## src/hw/gp5_pkg.sv

```systemverilog
// Function
// - Sleep override set, sleeping and pin output: drive the pin low.
// - Sleep override clear: sleep leaves pin behaviour as in active mode.
// - Output with source select 0: software output value appears on the pin.
// - Output with source select 1: third LED channel output appears on the pin.
// - Drive type 0 is push-pull, 1 is open-drain driving only low.
// - Input debounced 94 us with select 0, 156 us with select 1.
// - Pulldown enable bit 0 disables, 1 enables the pad pulldown.
// - Direction bit 0 makes the pad an input, 1 an output.
// - Output direction hands the pin to the power-up sequencer.
// - Pad status bit is read-only, shows pad level, ignores writes.
// - In output mode with source select 0 the output value bit sets the driven level, unless sleep forces it low.
package gp5_pkg;

  // Clock and debounce timing
  localparam int unsigned CLK_PERIOD_NS = 20;
  localparam int unsigned DEB_SHORT_NS = 94000;
  localparam int unsigned DEB_LONG_NS = 156000;
  // Least times, so round up to whole cycles
  localparam int unsigned DEB_SHORT_CYC = (DEB_SHORT_NS + CLK_PERIOD_NS - 1) / CLK_PERIOD_NS;
  localparam int unsigned DEB_LONG_CYC = (DEB_LONG_NS + CLK_PERIOD_NS - 1) / CLK_PERIOD_NS;
  localparam int unsigned DEB_CNT_W = 13;

  // Register index and its byte address on the bus
  localparam logic [7:0] CTRL_IDX = 8'h45;
  localparam int unsigned CTRL_ADDR = 4 * int'(CTRL_IDX);

  // Field positions in pin5_control
  localparam int unsigned BIT_OUT_VALUE = 0;
  localparam int unsigned BIT_PAD_STS = 1;
  localparam int unsigned BIT_DIR_OUT = 2;
  localparam int unsigned BIT_PULLDOWN = 3;
  localparam int unsigned BIT_DEB_SEL = 4;
  localparam int unsigned BIT_OPEN_DRAIN = 5;
  localparam int unsigned BIT_SRC_SEL = 6;
  localparam int unsigned BIT_SLEEP_LOW = 7;

  // Programmed defaults and writable bits
  localparam logic [7:0] CTRL_RESET = 8'h00;
  localparam logic [7:0] CTRL_RW_MASK = 8'hFD;

endpackage

```

## src/hw/gp5_deb_if.sv

```systemverilog
`timescale 1ns/1ps
// Raw pad level in, debounce length in, accepted level out
interface gp5_deb_if #(
  parameter int unsigned CNT_W = 13
);
  logic pad_raw;
  logic [CNT_W-1:0] limit;
  logic level;
  modport filt (input pad_raw, input limit, output level);
  modport user (output pad_raw, output limit, input level);
endinterface

```

## src/hw/gp5_debounce.sv

```systemverilog
`timescale 1ns/1ps
module gp5_debounce #(
  parameter int unsigned CNT_W = 13
) (
  // Clock and reset
  input wire logic pclk,
  input wire logic presetn,
  // Filter side
  gp5_deb_if.filt dbi
);

  logic [2:0] sync_r;
  logic level_r;
  logic [CNT_W-1:0] cnt_r;
  logic agree;
  logic differs;

  ////////////////////////////////////////////////////////////////////////
  // Three-stage synchroniser; stage 0 feeds only stage 1
  always_ff @(posedge pclk or negedge presetn) begin
    if (!presetn) begin
      sync_r <= 3'h0;
    end else begin
      sync_r <= {sync_r[1:0], dbi.pad_raw};
    end
  end

  assign agree = (sync_r[1] == sync_r[2]);
  assign differs = agree && (sync_r[2] != level_r);

  ////////////////////////////////////////////////////////////////////////
  // Any bounce restarts the count, so only a steady new level is taken
  always_ff @(posedge pclk or negedge presetn) begin
    if (!presetn) begin
      cnt_r <= '0;
      level_r <= 1'h0;
    end else if (differs) begin
      if (cnt_r >= dbi.limit - CNT_W'(1)) begin
        level_r <= sync_r[2];
        cnt_r <= '0;
      end else begin
        cnt_r <= cnt_r + CNT_W'(1);
      end
    end else begin
      cnt_r <= '0;
    end
  end

  assign dbi.level = level_r;
endmodule // gp5_debounce

```

## src/hw/gp5_pin_ctrl.sv

```systemverilog
// Design decision made here: the APB interface to the registers.
`timescale 1ns/1ps
module gp5_pin_ctrl #(
  parameter int unsigned ADDR_W = 12,
  parameter int unsigned DEB_SHORT_CYC = gp5_pkg::DEB_SHORT_CYC,
  parameter int unsigned DEB_LONG_CYC = gp5_pkg::DEB_LONG_CYC
) (
  // Clock and reset
  input wire logic pclk,
  input wire logic presetn,
  // APB slave
  input wire logic psel,
  input wire logic penable,
  input wire logic pwrite,
  input wire logic [ADDR_W-1:0] paddr,
  input wire logic [31:0] pwdata,
  output logic [31:0] prdata,
  output logic pready,
  output logic pslverr,
  // Device state and alternate source
  input wire logic sleep_active,
  input wire logic third_led_channel_out,
  // Pad
  input wire logic pad_in,
  output logic pad_out,
  output logic pad_oe,
  output logic pad_pulldown,
  // Power-up sequencer hook
  output logic seq_owned
);

  localparam int unsigned CW = gp5_pkg::DEB_CNT_W;

  ////////////////////////////////////////////////////////////////////////
  // Declarations
  logic [7:0] ctrl_r;
  logic [7:0] ctrl_nxt;
  logic [7:0] read_val;
  logic [31:0] prdata_r;
  logic pready_r;
  logic pslverr_r;
  logic pad_out_r;
  logic pad_oe_r;
  logic pad_pulldown_r;
  logic seq_owned_r;
  logic addr_hit;
  logic setup_phase;
  logic access_done;
  logic wr_hit;
  logic pad_level;
  logic dir_out;
  logic sleep_low;
  logic src_sel;
  logic open_drain;
  logic out_value;
  logic force_low;
  logic drive_level;
  logic drive_en;

  gp5_deb_if #(.CNT_W(CW)) dbi ();

  ////////////////////////////////////////////////////////////////////////
  // Field views of the control register
  assign out_value = ctrl_r[gp5_pkg::BIT_OUT_VALUE];
  assign dir_out = ctrl_r[gp5_pkg::BIT_DIR_OUT];
  assign src_sel = ctrl_r[gp5_pkg::BIT_SRC_SEL];
  assign open_drain = ctrl_r[gp5_pkg::BIT_OPEN_DRAIN];
  assign sleep_low = ctrl_r[gp5_pkg::BIT_SLEEP_LOW];

  ////////////////////////////////////////////////////////////////////////
  // Input filter; length picked live by the select bit
  assign dbi.pad_raw = pad_in;
  assign dbi.limit = ctrl_r[gp5_pkg::BIT_DEB_SEL] ? CW'(DEB_LONG_CYC)
                                                  : CW'(DEB_SHORT_CYC);
  assign pad_level = dbi.level;

  gp5_debounce #(.CNT_W(CW)) u_deb (
    .pclk(pclk),
    .presetn(presetn),
    .dbi(dbi)
  );

  ////////////////////////////////////////////////////////////////////////
  // APB decode: one aligned word, low two address bits must be zero
  assign addr_hit = (paddr == ADDR_W'(gp5_pkg::CTRL_ADDR));
  assign setup_phase = psel && !penable;
  assign access_done = psel && penable && pready_r;
  assign wr_hit = access_done && pwrite && addr_hit;

  // Status bit comes from the pad, never from storage
  always_comb begin
    read_val = ctrl_r;
    read_val[gp5_pkg::BIT_PAD_STS] = pad_level;
  end

  // Only writable bits take bus data; status bit stays clear in storage
  always_comb begin
    ctrl_nxt = ctrl_r;
    if (wr_hit) begin
      ctrl_nxt = pwdata[7:0] & gp5_pkg::CTRL_RW_MASK;
    end
  end

  ////////////////////////////////////////////////////////////////////////
  // Control register; defaults are the programmed zero values
  always_ff @(posedge pclk or negedge presetn) begin
    if (!presetn) begin
      ctrl_r <= gp5_pkg::CTRL_RESET;
    end else begin
      ctrl_r <= ctrl_nxt;
    end
  end

  ////////////////////////////////////////////////////////////////////////
  // Bus answer: no wait state, read data registered in the setup cycle
  always_ff @(posedge pclk or negedge presetn) begin
    if (!presetn) begin
      pready_r <= 1'h0;
      pslverr_r <= 1'h0;
      prdata_r <= 32'h0000_0000;
    end else begin
      pready_r <= setup_phase;
      pslverr_r <= setup_phase && !addr_hit;
      if (setup_phase) begin
        prdata_r <= (addr_hit && !pwrite) ? {24'h00_0000, read_val} : 32'h0000_0000;
      end
    end
  end

  ////////////////////////////////////////////////////////////////////////
  // Output source: sleep low first, then the source mux
  assign force_low = sleep_low && sleep_active && dir_out;
  assign drive_level = force_low ? 1'h0 :
                       (src_sel ? third_led_channel_out : out_value);
  // Open drain drives only low, on whichever source won
  assign drive_en = dir_out && (!open_drain || !drive_level);

  ////////////////////////////////////////////////////////////////////////
  // Pad drive, registered so the pad never sees mux glitches
  always_ff @(posedge pclk or negedge presetn) begin
    if (!presetn) begin
      pad_out_r <= 1'h0;
      pad_oe_r <= 1'h0;
    end else begin
      pad_out_r <= drive_level;
      pad_oe_r <= drive_en;
    end
  end

  // Pulldown control follows its bit
  always_ff @(posedge pclk or negedge presetn) begin
    if (!presetn) begin
      pad_pulldown_r <= 1'h0;
    end else begin
      pad_pulldown_r <= ctrl_r[gp5_pkg::BIT_PULLDOWN];
    end
  end

  // An output pin is claimed by the power-up sequencer
  always_ff @(posedge pclk or negedge presetn) begin
    if (!presetn) begin
      seq_owned_r <= 1'h0;
    end else begin
      seq_owned_r <= dir_out;
    end
  end

  ////////////////////////////////////////////////////////////////////////
  // Output ports
  assign prdata = prdata_r;
  assign pready = pready_r;
  assign pslverr = pslverr_r;
  assign pad_out = pad_out_r;
  assign pad_oe = pad_oe_r;
  assign pad_pulldown = pad_pulldown_r;
  assign seq_owned = seq_owned_r;
endmodule // gp5_pin_ctrl

```

## config.mk

```make
export PLATFORM = sky130hd
export DESIGN_NAME = gp5_pin_ctrl
export DESIGN_NICKNAME = d
export VERILOG_FILES = /design/src/hw/gp5_pkg.sv /design/src/hw/gp5_deb_if.sv /design/src/hw/gp5_debounce.sv /design/src/hw/gp5_pin_ctrl.sv
export SDC_FILE = /design/constraint.sdc
export NUM_CORES = 1
export LEC_CHECK = 0
export BUFFER_PORTS_ARGS = -buffer_cell sky130_fd_sc_hd__buf_2
export CAP_MARGIN = 10
export CORE_MARGIN = 2
export CORE_UTILIZATION = 45
export CTS_CLUSTER_DIAMETER = 80
export CTS_CLUSTER_SIZE = 12
export DETAILED_ROUTE_END_ITERATION = 10
export HOLD_SLACK_MARGIN = 0.15
export PLACE_DENSITY_LB_ADDON = 0.25
export SLEW_MARGIN = 0
export SYNTH_ARGS = -nofsm -noshare
export SYNTH_HDL_FRONTEND = slang
export SYNTH_HIERARCHICAL = 1
export SYNTH_SLANG_ARGS = --single-unit
```

## constraint.sdc

```tcl
create_clock -name pclk -period 3.2 [get_ports pclk]
set_clock_uncertainty 0.15 [all_clocks]
set_input_delay 0.16 -clock pclk [delete_from_list [all_inputs] [get_ports pclk]]
set_output_delay 0.16 -clock pclk [all_outputs]
set_load 0.02 [all_outputs]
```

# == Yosys cells after proc, flatten, opt, wreduce, memory -nomap -nowiden ==
# Index checks and enable logic that the tools add are counted.
# totals
reg_bits,62
in_bits,52
output_inout_bits,38
elab_cells,41
# op_classes
addsub,2
magnitude_cmp,1
n_eq_ne,3
muxes,6
reduce_logical,18
# op_table
operator,count
two-way mux 13 bit,2
"adder 13 x 1 -> 13 bit, second input constant",1
greater-or-equal comparator 13 bit,1
"subtractor 13 x 1 -> 13 bit, second input constant",1
"equality test 12 x 9 -> 1 bit, second input constant",1
two-way mux 12 bit,1
logical AND 1 bit,11
two-way mux 8 bit,1
zero test 1 bit,5
two-way mux 1 bit,2
AND reduction 2 bit,1
equality test 1 bit,1
logical OR 1 bit,1
!= test 1 bit,1

# == Logic depth before layout (Yosys ltp) ==
# logic_depth
word_depth,6
mapped_depth,12
depth_no_buf,11

# == By module ==
# Netlist, hierarchy kept.
# modules_own_cells
module,instances,cells_per_inst,area_per_inst_um2,seq_area_each_um2
gp5_debounce,1,130,1187.4,425.4
gp5_pin_ctrl,1,78,1006.0,525.5

# == Worst setup path after synthesis ==
# Ideal clock, no wire load.
# synth_path
kind,reg-to-reg
startpoint,register ctrl_r[4]
endpoint,register u_deb.cnt_r[10]
setup_ns,0.121
t_arrival_ns,2.124
required_time_ns,2.929
setup_slack_ns,0.805
stages_incl_launch_ff,11
path_buffers,1
synth_period_minus_slack_ns,2.395
cell_sequence,dfrtp_1 inv_1 nor3_1 xnor2_1 ha_1 nand3_1 o21bai_1 a311o_1 nand4_1 buf_2 nor2_1
# synth_between
elab_chain_len,5
# synth_lines
element,line_no,text
from (decl),gp5_pin_ctrl.sv:36,logic [7:0] ctrl_r;
from (signal assigned),gp5_pin_ctrl.sv:108,ctrl_r <= gp5_pkg::CTRL_RESET;
from (signal assigned),gp5_pin_ctrl.sv:110,ctrl_r <= ctrl_nxt;
two-way mux 12 bit,gp5_pin_ctrl.sv:73,assign dbi.limit = ctrl_r[gp5_pkg::BIT_DEB_SEL] ? CW'(DEB_LONG_CYC)
net dbi.limit[2],gp5_deb_if.sv:7,logic [CNT_W-1:0] limit;
subtractor 13 x 1 -> 13 bit,gp5_debounce.sv:38,if (cnt_r >= dbi.limit - CNT_W'(1)) begin
greater-or-equal comparator 13 bit,gp5_debounce.sv:38,
two-way mux 13 bit,gp5_debounce.sv:38,
two-way mux 13 bit,gp5_debounce.sv:37,end else if (differs) begin
to (signal assigned),gp5_debounce.sv:42,cnt_r <= cnt_r + CNT_W'(1);
to (decl),gp5_debounce.sv:14,logic [CNT_W-1:0] cnt_r;
# The timed path passes the listed nets, and every way through them passes these cells.
# A chain may end at the register's enable or synchronous reset.

# == Worst setup path after layout ==
# layout_path
startpoint,input port paddr[6]
endpoint,register pslverr_r (netlist: pslverr)
# layout_between
elab_chain_len,3
# layout_lines
element,line_no,text
from (decl),gp5_pin_ctrl.sv:15,"input wire logic [ADDR_W-1:0] paddr,"
equality test 12 x 9 -> 1 bit,gp5_pin_ctrl.sv:85,assign addr_hit = (paddr == ADDR_W'(gp5_pkg::CTRL_ADDR));
zero test 1 bit,gp5_pin_ctrl.sv:123,pslverr_r <= setup_phase && !addr_hit;
logical AND 1 bit,gp5_pin_ctrl.sv:123,
to (signal assigned),gp5_pin_ctrl.sv:123,
to (decl),gp5_pin_ctrl.sv:41,logic pslverr_r;
# Every way passes these cells.

==> impl_metrics.tcl <==
set metrics [dict create \
    crit_fanout 3 \
    tightest_slew_ps 821 \
    wirelength_mm 4.12 \
    nNetsFinal 358 \
    dp_hpwl_mm 2.97 \
    hold_violations 0 \
    clk_latency_ps 290 \
    cts_sinks 38 \
    worstSetupPathType "in -> reg" \
    ir_drop_uv 368 \
    r2r_setup_slack_ps 870 \
    n_antenna_cell 0 \
    antenna_found_initial 0 \
    drv_slew 0 \
    final_cell_mix "conb_1, buf_2, dfrtp_1, nor2_1, ha_1" \
    cp.required_ps 3210 \
    overflow 0 \
    fp.dieArea_um2 5450 \
    final_area_um2 2760 \
    drc 0 \
    timing.fmax_ghz 0.381 \
    finalSetupTns_ps 0 \
    grt_max_degree 39 \
    grt_pass1_wl_mm 7.15 \
    final_layout_size_suffix_gt1_frac 0.226 \
    ys_types 35 \
    rsz0062_at_grt "no" \
    gp_congestion 0.771 \
    dieWidth_um 73.8 \
    run_status "completed" \
    dr.pass1.iters 4 \
    power.leakage_uw 0.00138 \
    final_common_cell "conb_1" \
    via_per_inst 4.53 \
    holdPathStages 3 \
    reg2regPathDepth 10 \
    ant_nets 0 \
    yosys_register_bits 38 \
    rows 25 \
    tritoncts "yes" \
    hold_class "in -> reg" \
    syn_area_per_cell_um2 10.5 \
    setup_viol 0 \
    holdPathEnd "pready$_DFF_PN0_" \
    num_io_pins 90 \
    power.density_nw_per_um2 395 \
    min_from "psel" \
    cp-startpoint "paddr[6]" \
    dpl_cell_area_um2 2480 \
    clockBufferDepth 2 \
    core_um2 4720 \
    end_kind "flip-flop" \
    holdWs_ps 185 \
    wl_per_cell_um 11.5 \
    syn_to_final_growth_pct 25.8 \
    start_util 0.464 \
    io_buffers 40 \
    start_kind "input port" \
    die_h_um 73.8 \
    syn_inst 208 \
    h-tree-depth 2 \
    cts.reportedPaths.clkPinSlew_ps 70 \
    cts-root-buf "clkbuf_8" \
    cts_buffers 5 \
    netlist_area_um2 2190 \
    drt_iter0_markers 72 \
    vias 1626 \
    grt_pass1_vias 1592 \
    r2r_start "ctrl_r[4]$_DFFE_PN0P_" \
    relSlewSlack 0.453 \
    final.min_clock_period_ps 2630 \
    ys_seq_area_frac 0.434 \
    grt_usage 0.172 \
    timing.rr.end "u_deb/cnt_r[4]$_DFF_PN0_" \
    cap_violations 0 \
    yosys_warnings 6 \
    post-route-period-util 0.821 \
    worstPathArrival_ps 2640 \
]
layer usage:
metal,up-vias,GRT usage,part of all wire
met2,49,0.283,0.50
met5,-,0,0
li1,821,-,-
met4,0,0.0545,0.013
met3,7,0.0508,0.055
met1,749,0.217,0.43
worst max path at each step:
stage                                      to  slack (ps)  cells after the start
detailed placement   u_deb/cnt_r[4]$_DFF_PN0_         890                     10
finish                      pslverr$_DFF_PN0_         570                      7
global placement    u_deb/cnt_r[10]$_DFF_PN0_         910                      9
CTS                         pslverr$_DFF_PN0_         620                      7
global route                pslverr$_DFF_PN0_         530                      7
floorplan           u_deb/cnt_r[10]$_DFF_PN0_         810                     10
final cells by class:
class	instances	area (um^2)
tap	67	83.8
sequential	38	951
multi-input combinational	184	1200
fill	422	1960
inverter	6	22.5
timing repair buffer	56	355
clock inverter	2	60.1
clock buffer	6	82.6
critical path: stages:
cell           delay, ps
dlygate4sd3_1        540
buf_2                120
or4_4                460
dlygate4sd3_1        580
nor3_1               170
dlygate4sd3_1        570
nor2_1                40
power by group:
part | switching, uW | leakage [uW] | internal (uW)
clock network | 168 | 0.0000714 | 332
logic | 65.7 | 0.000794 | 37.5
registers | 2.95 | 0.000516 | 484
total | 236 | 0.00138 | 854
cells by family after synthesis:
group / share of synthesized area
buf+inv: 0.0964
simple gates: 0.183
fa+ha+maj: 0.0856
other cells: 0.00342
compound gates: 0.0696
flops: 0.434
mux: 0.0405
xor+xnor: 0.0879
metrics by stage:
stage	total power, uW	worst slack (ps)	instances	util
CTS	1110	623	359	0.584
global placement	586	910	337	0.524
global route	1140	529	359	0.584
detailed placement	588	888	337	0.524
finish	1090	574	359	0.584
floorplan	579	805	254	-
registers in the layout, summed over array words and instances (netlist names):
name	count
prdata	8
u_deb/dbi.level	1
pad_pulldown	1
seq_owned	1
u_deb/sync_r	3
u_deb/cnt_r	13
pad_oe	1
ctrl_r	7
pready	1
pad_out	1
pslverr	1
Yosys cell counts, drive strengths merged:
| library cell | count | area (um^2) |
|---|---|---|
| a211oi | 1 | 7.51 |
| a21boi | 1 | 7.51 |
| a21oi | 3 | 15.0 |
| a22o | 8 | 70.1 |
| a311o | 1 | 10.0 |
| a31o | 1 | 8.76 |
| a31oi | 1 | 6.26 |
| and3 | 3 | 18.8 |
| buf | 25 | 185 |
| clkbuf | 1 | 3.75 |
| conb | 2 | 7.51 |
| dfrtp | 38 | 951 |
| ha | 15 | 188 |
| inv | 6 | 22.5 |
| mux2 | 7 | 78.8 |
| mux2i | 1 | 10.0 |
| nand2 | 10 | 37.5 |
| nand2b | 2 | 12.5 |
| nand3 | 9 | 45.0 |
| nand4 | 5 | 31.3 |
| nor2 | 23 | 86.3 |
| nor2b | 1 | 6.26 |
| nor3 | 6 | 35.0 |
| nor4 | 5 | 61.3 |
| o21ai | 4 | 20.0 |
| o21bai | 1 | 7.51 |
| or3b | 1 | 8.76 |
| or4 | 3 | 33.8 |
| or4b | 1 | 13.8 |
| or4bb | 1 | 11.3 |
| xnor2 | 14 | 123 |
| xor2 | 8 | 70.1 |
what timing repair did:
| action | 4_1_cts | 5_1_grt |
|---|---|---|
| buffers inserted | 0 | 0 |
| hold buffers | 14 | 0 |
| resized for setup | 0 | 0 |
| setup endpoints to repair | 0 | 0 |
| endpoints found under the hold margin | 49 | 0 |
Power figures use the tool's default switching activity.
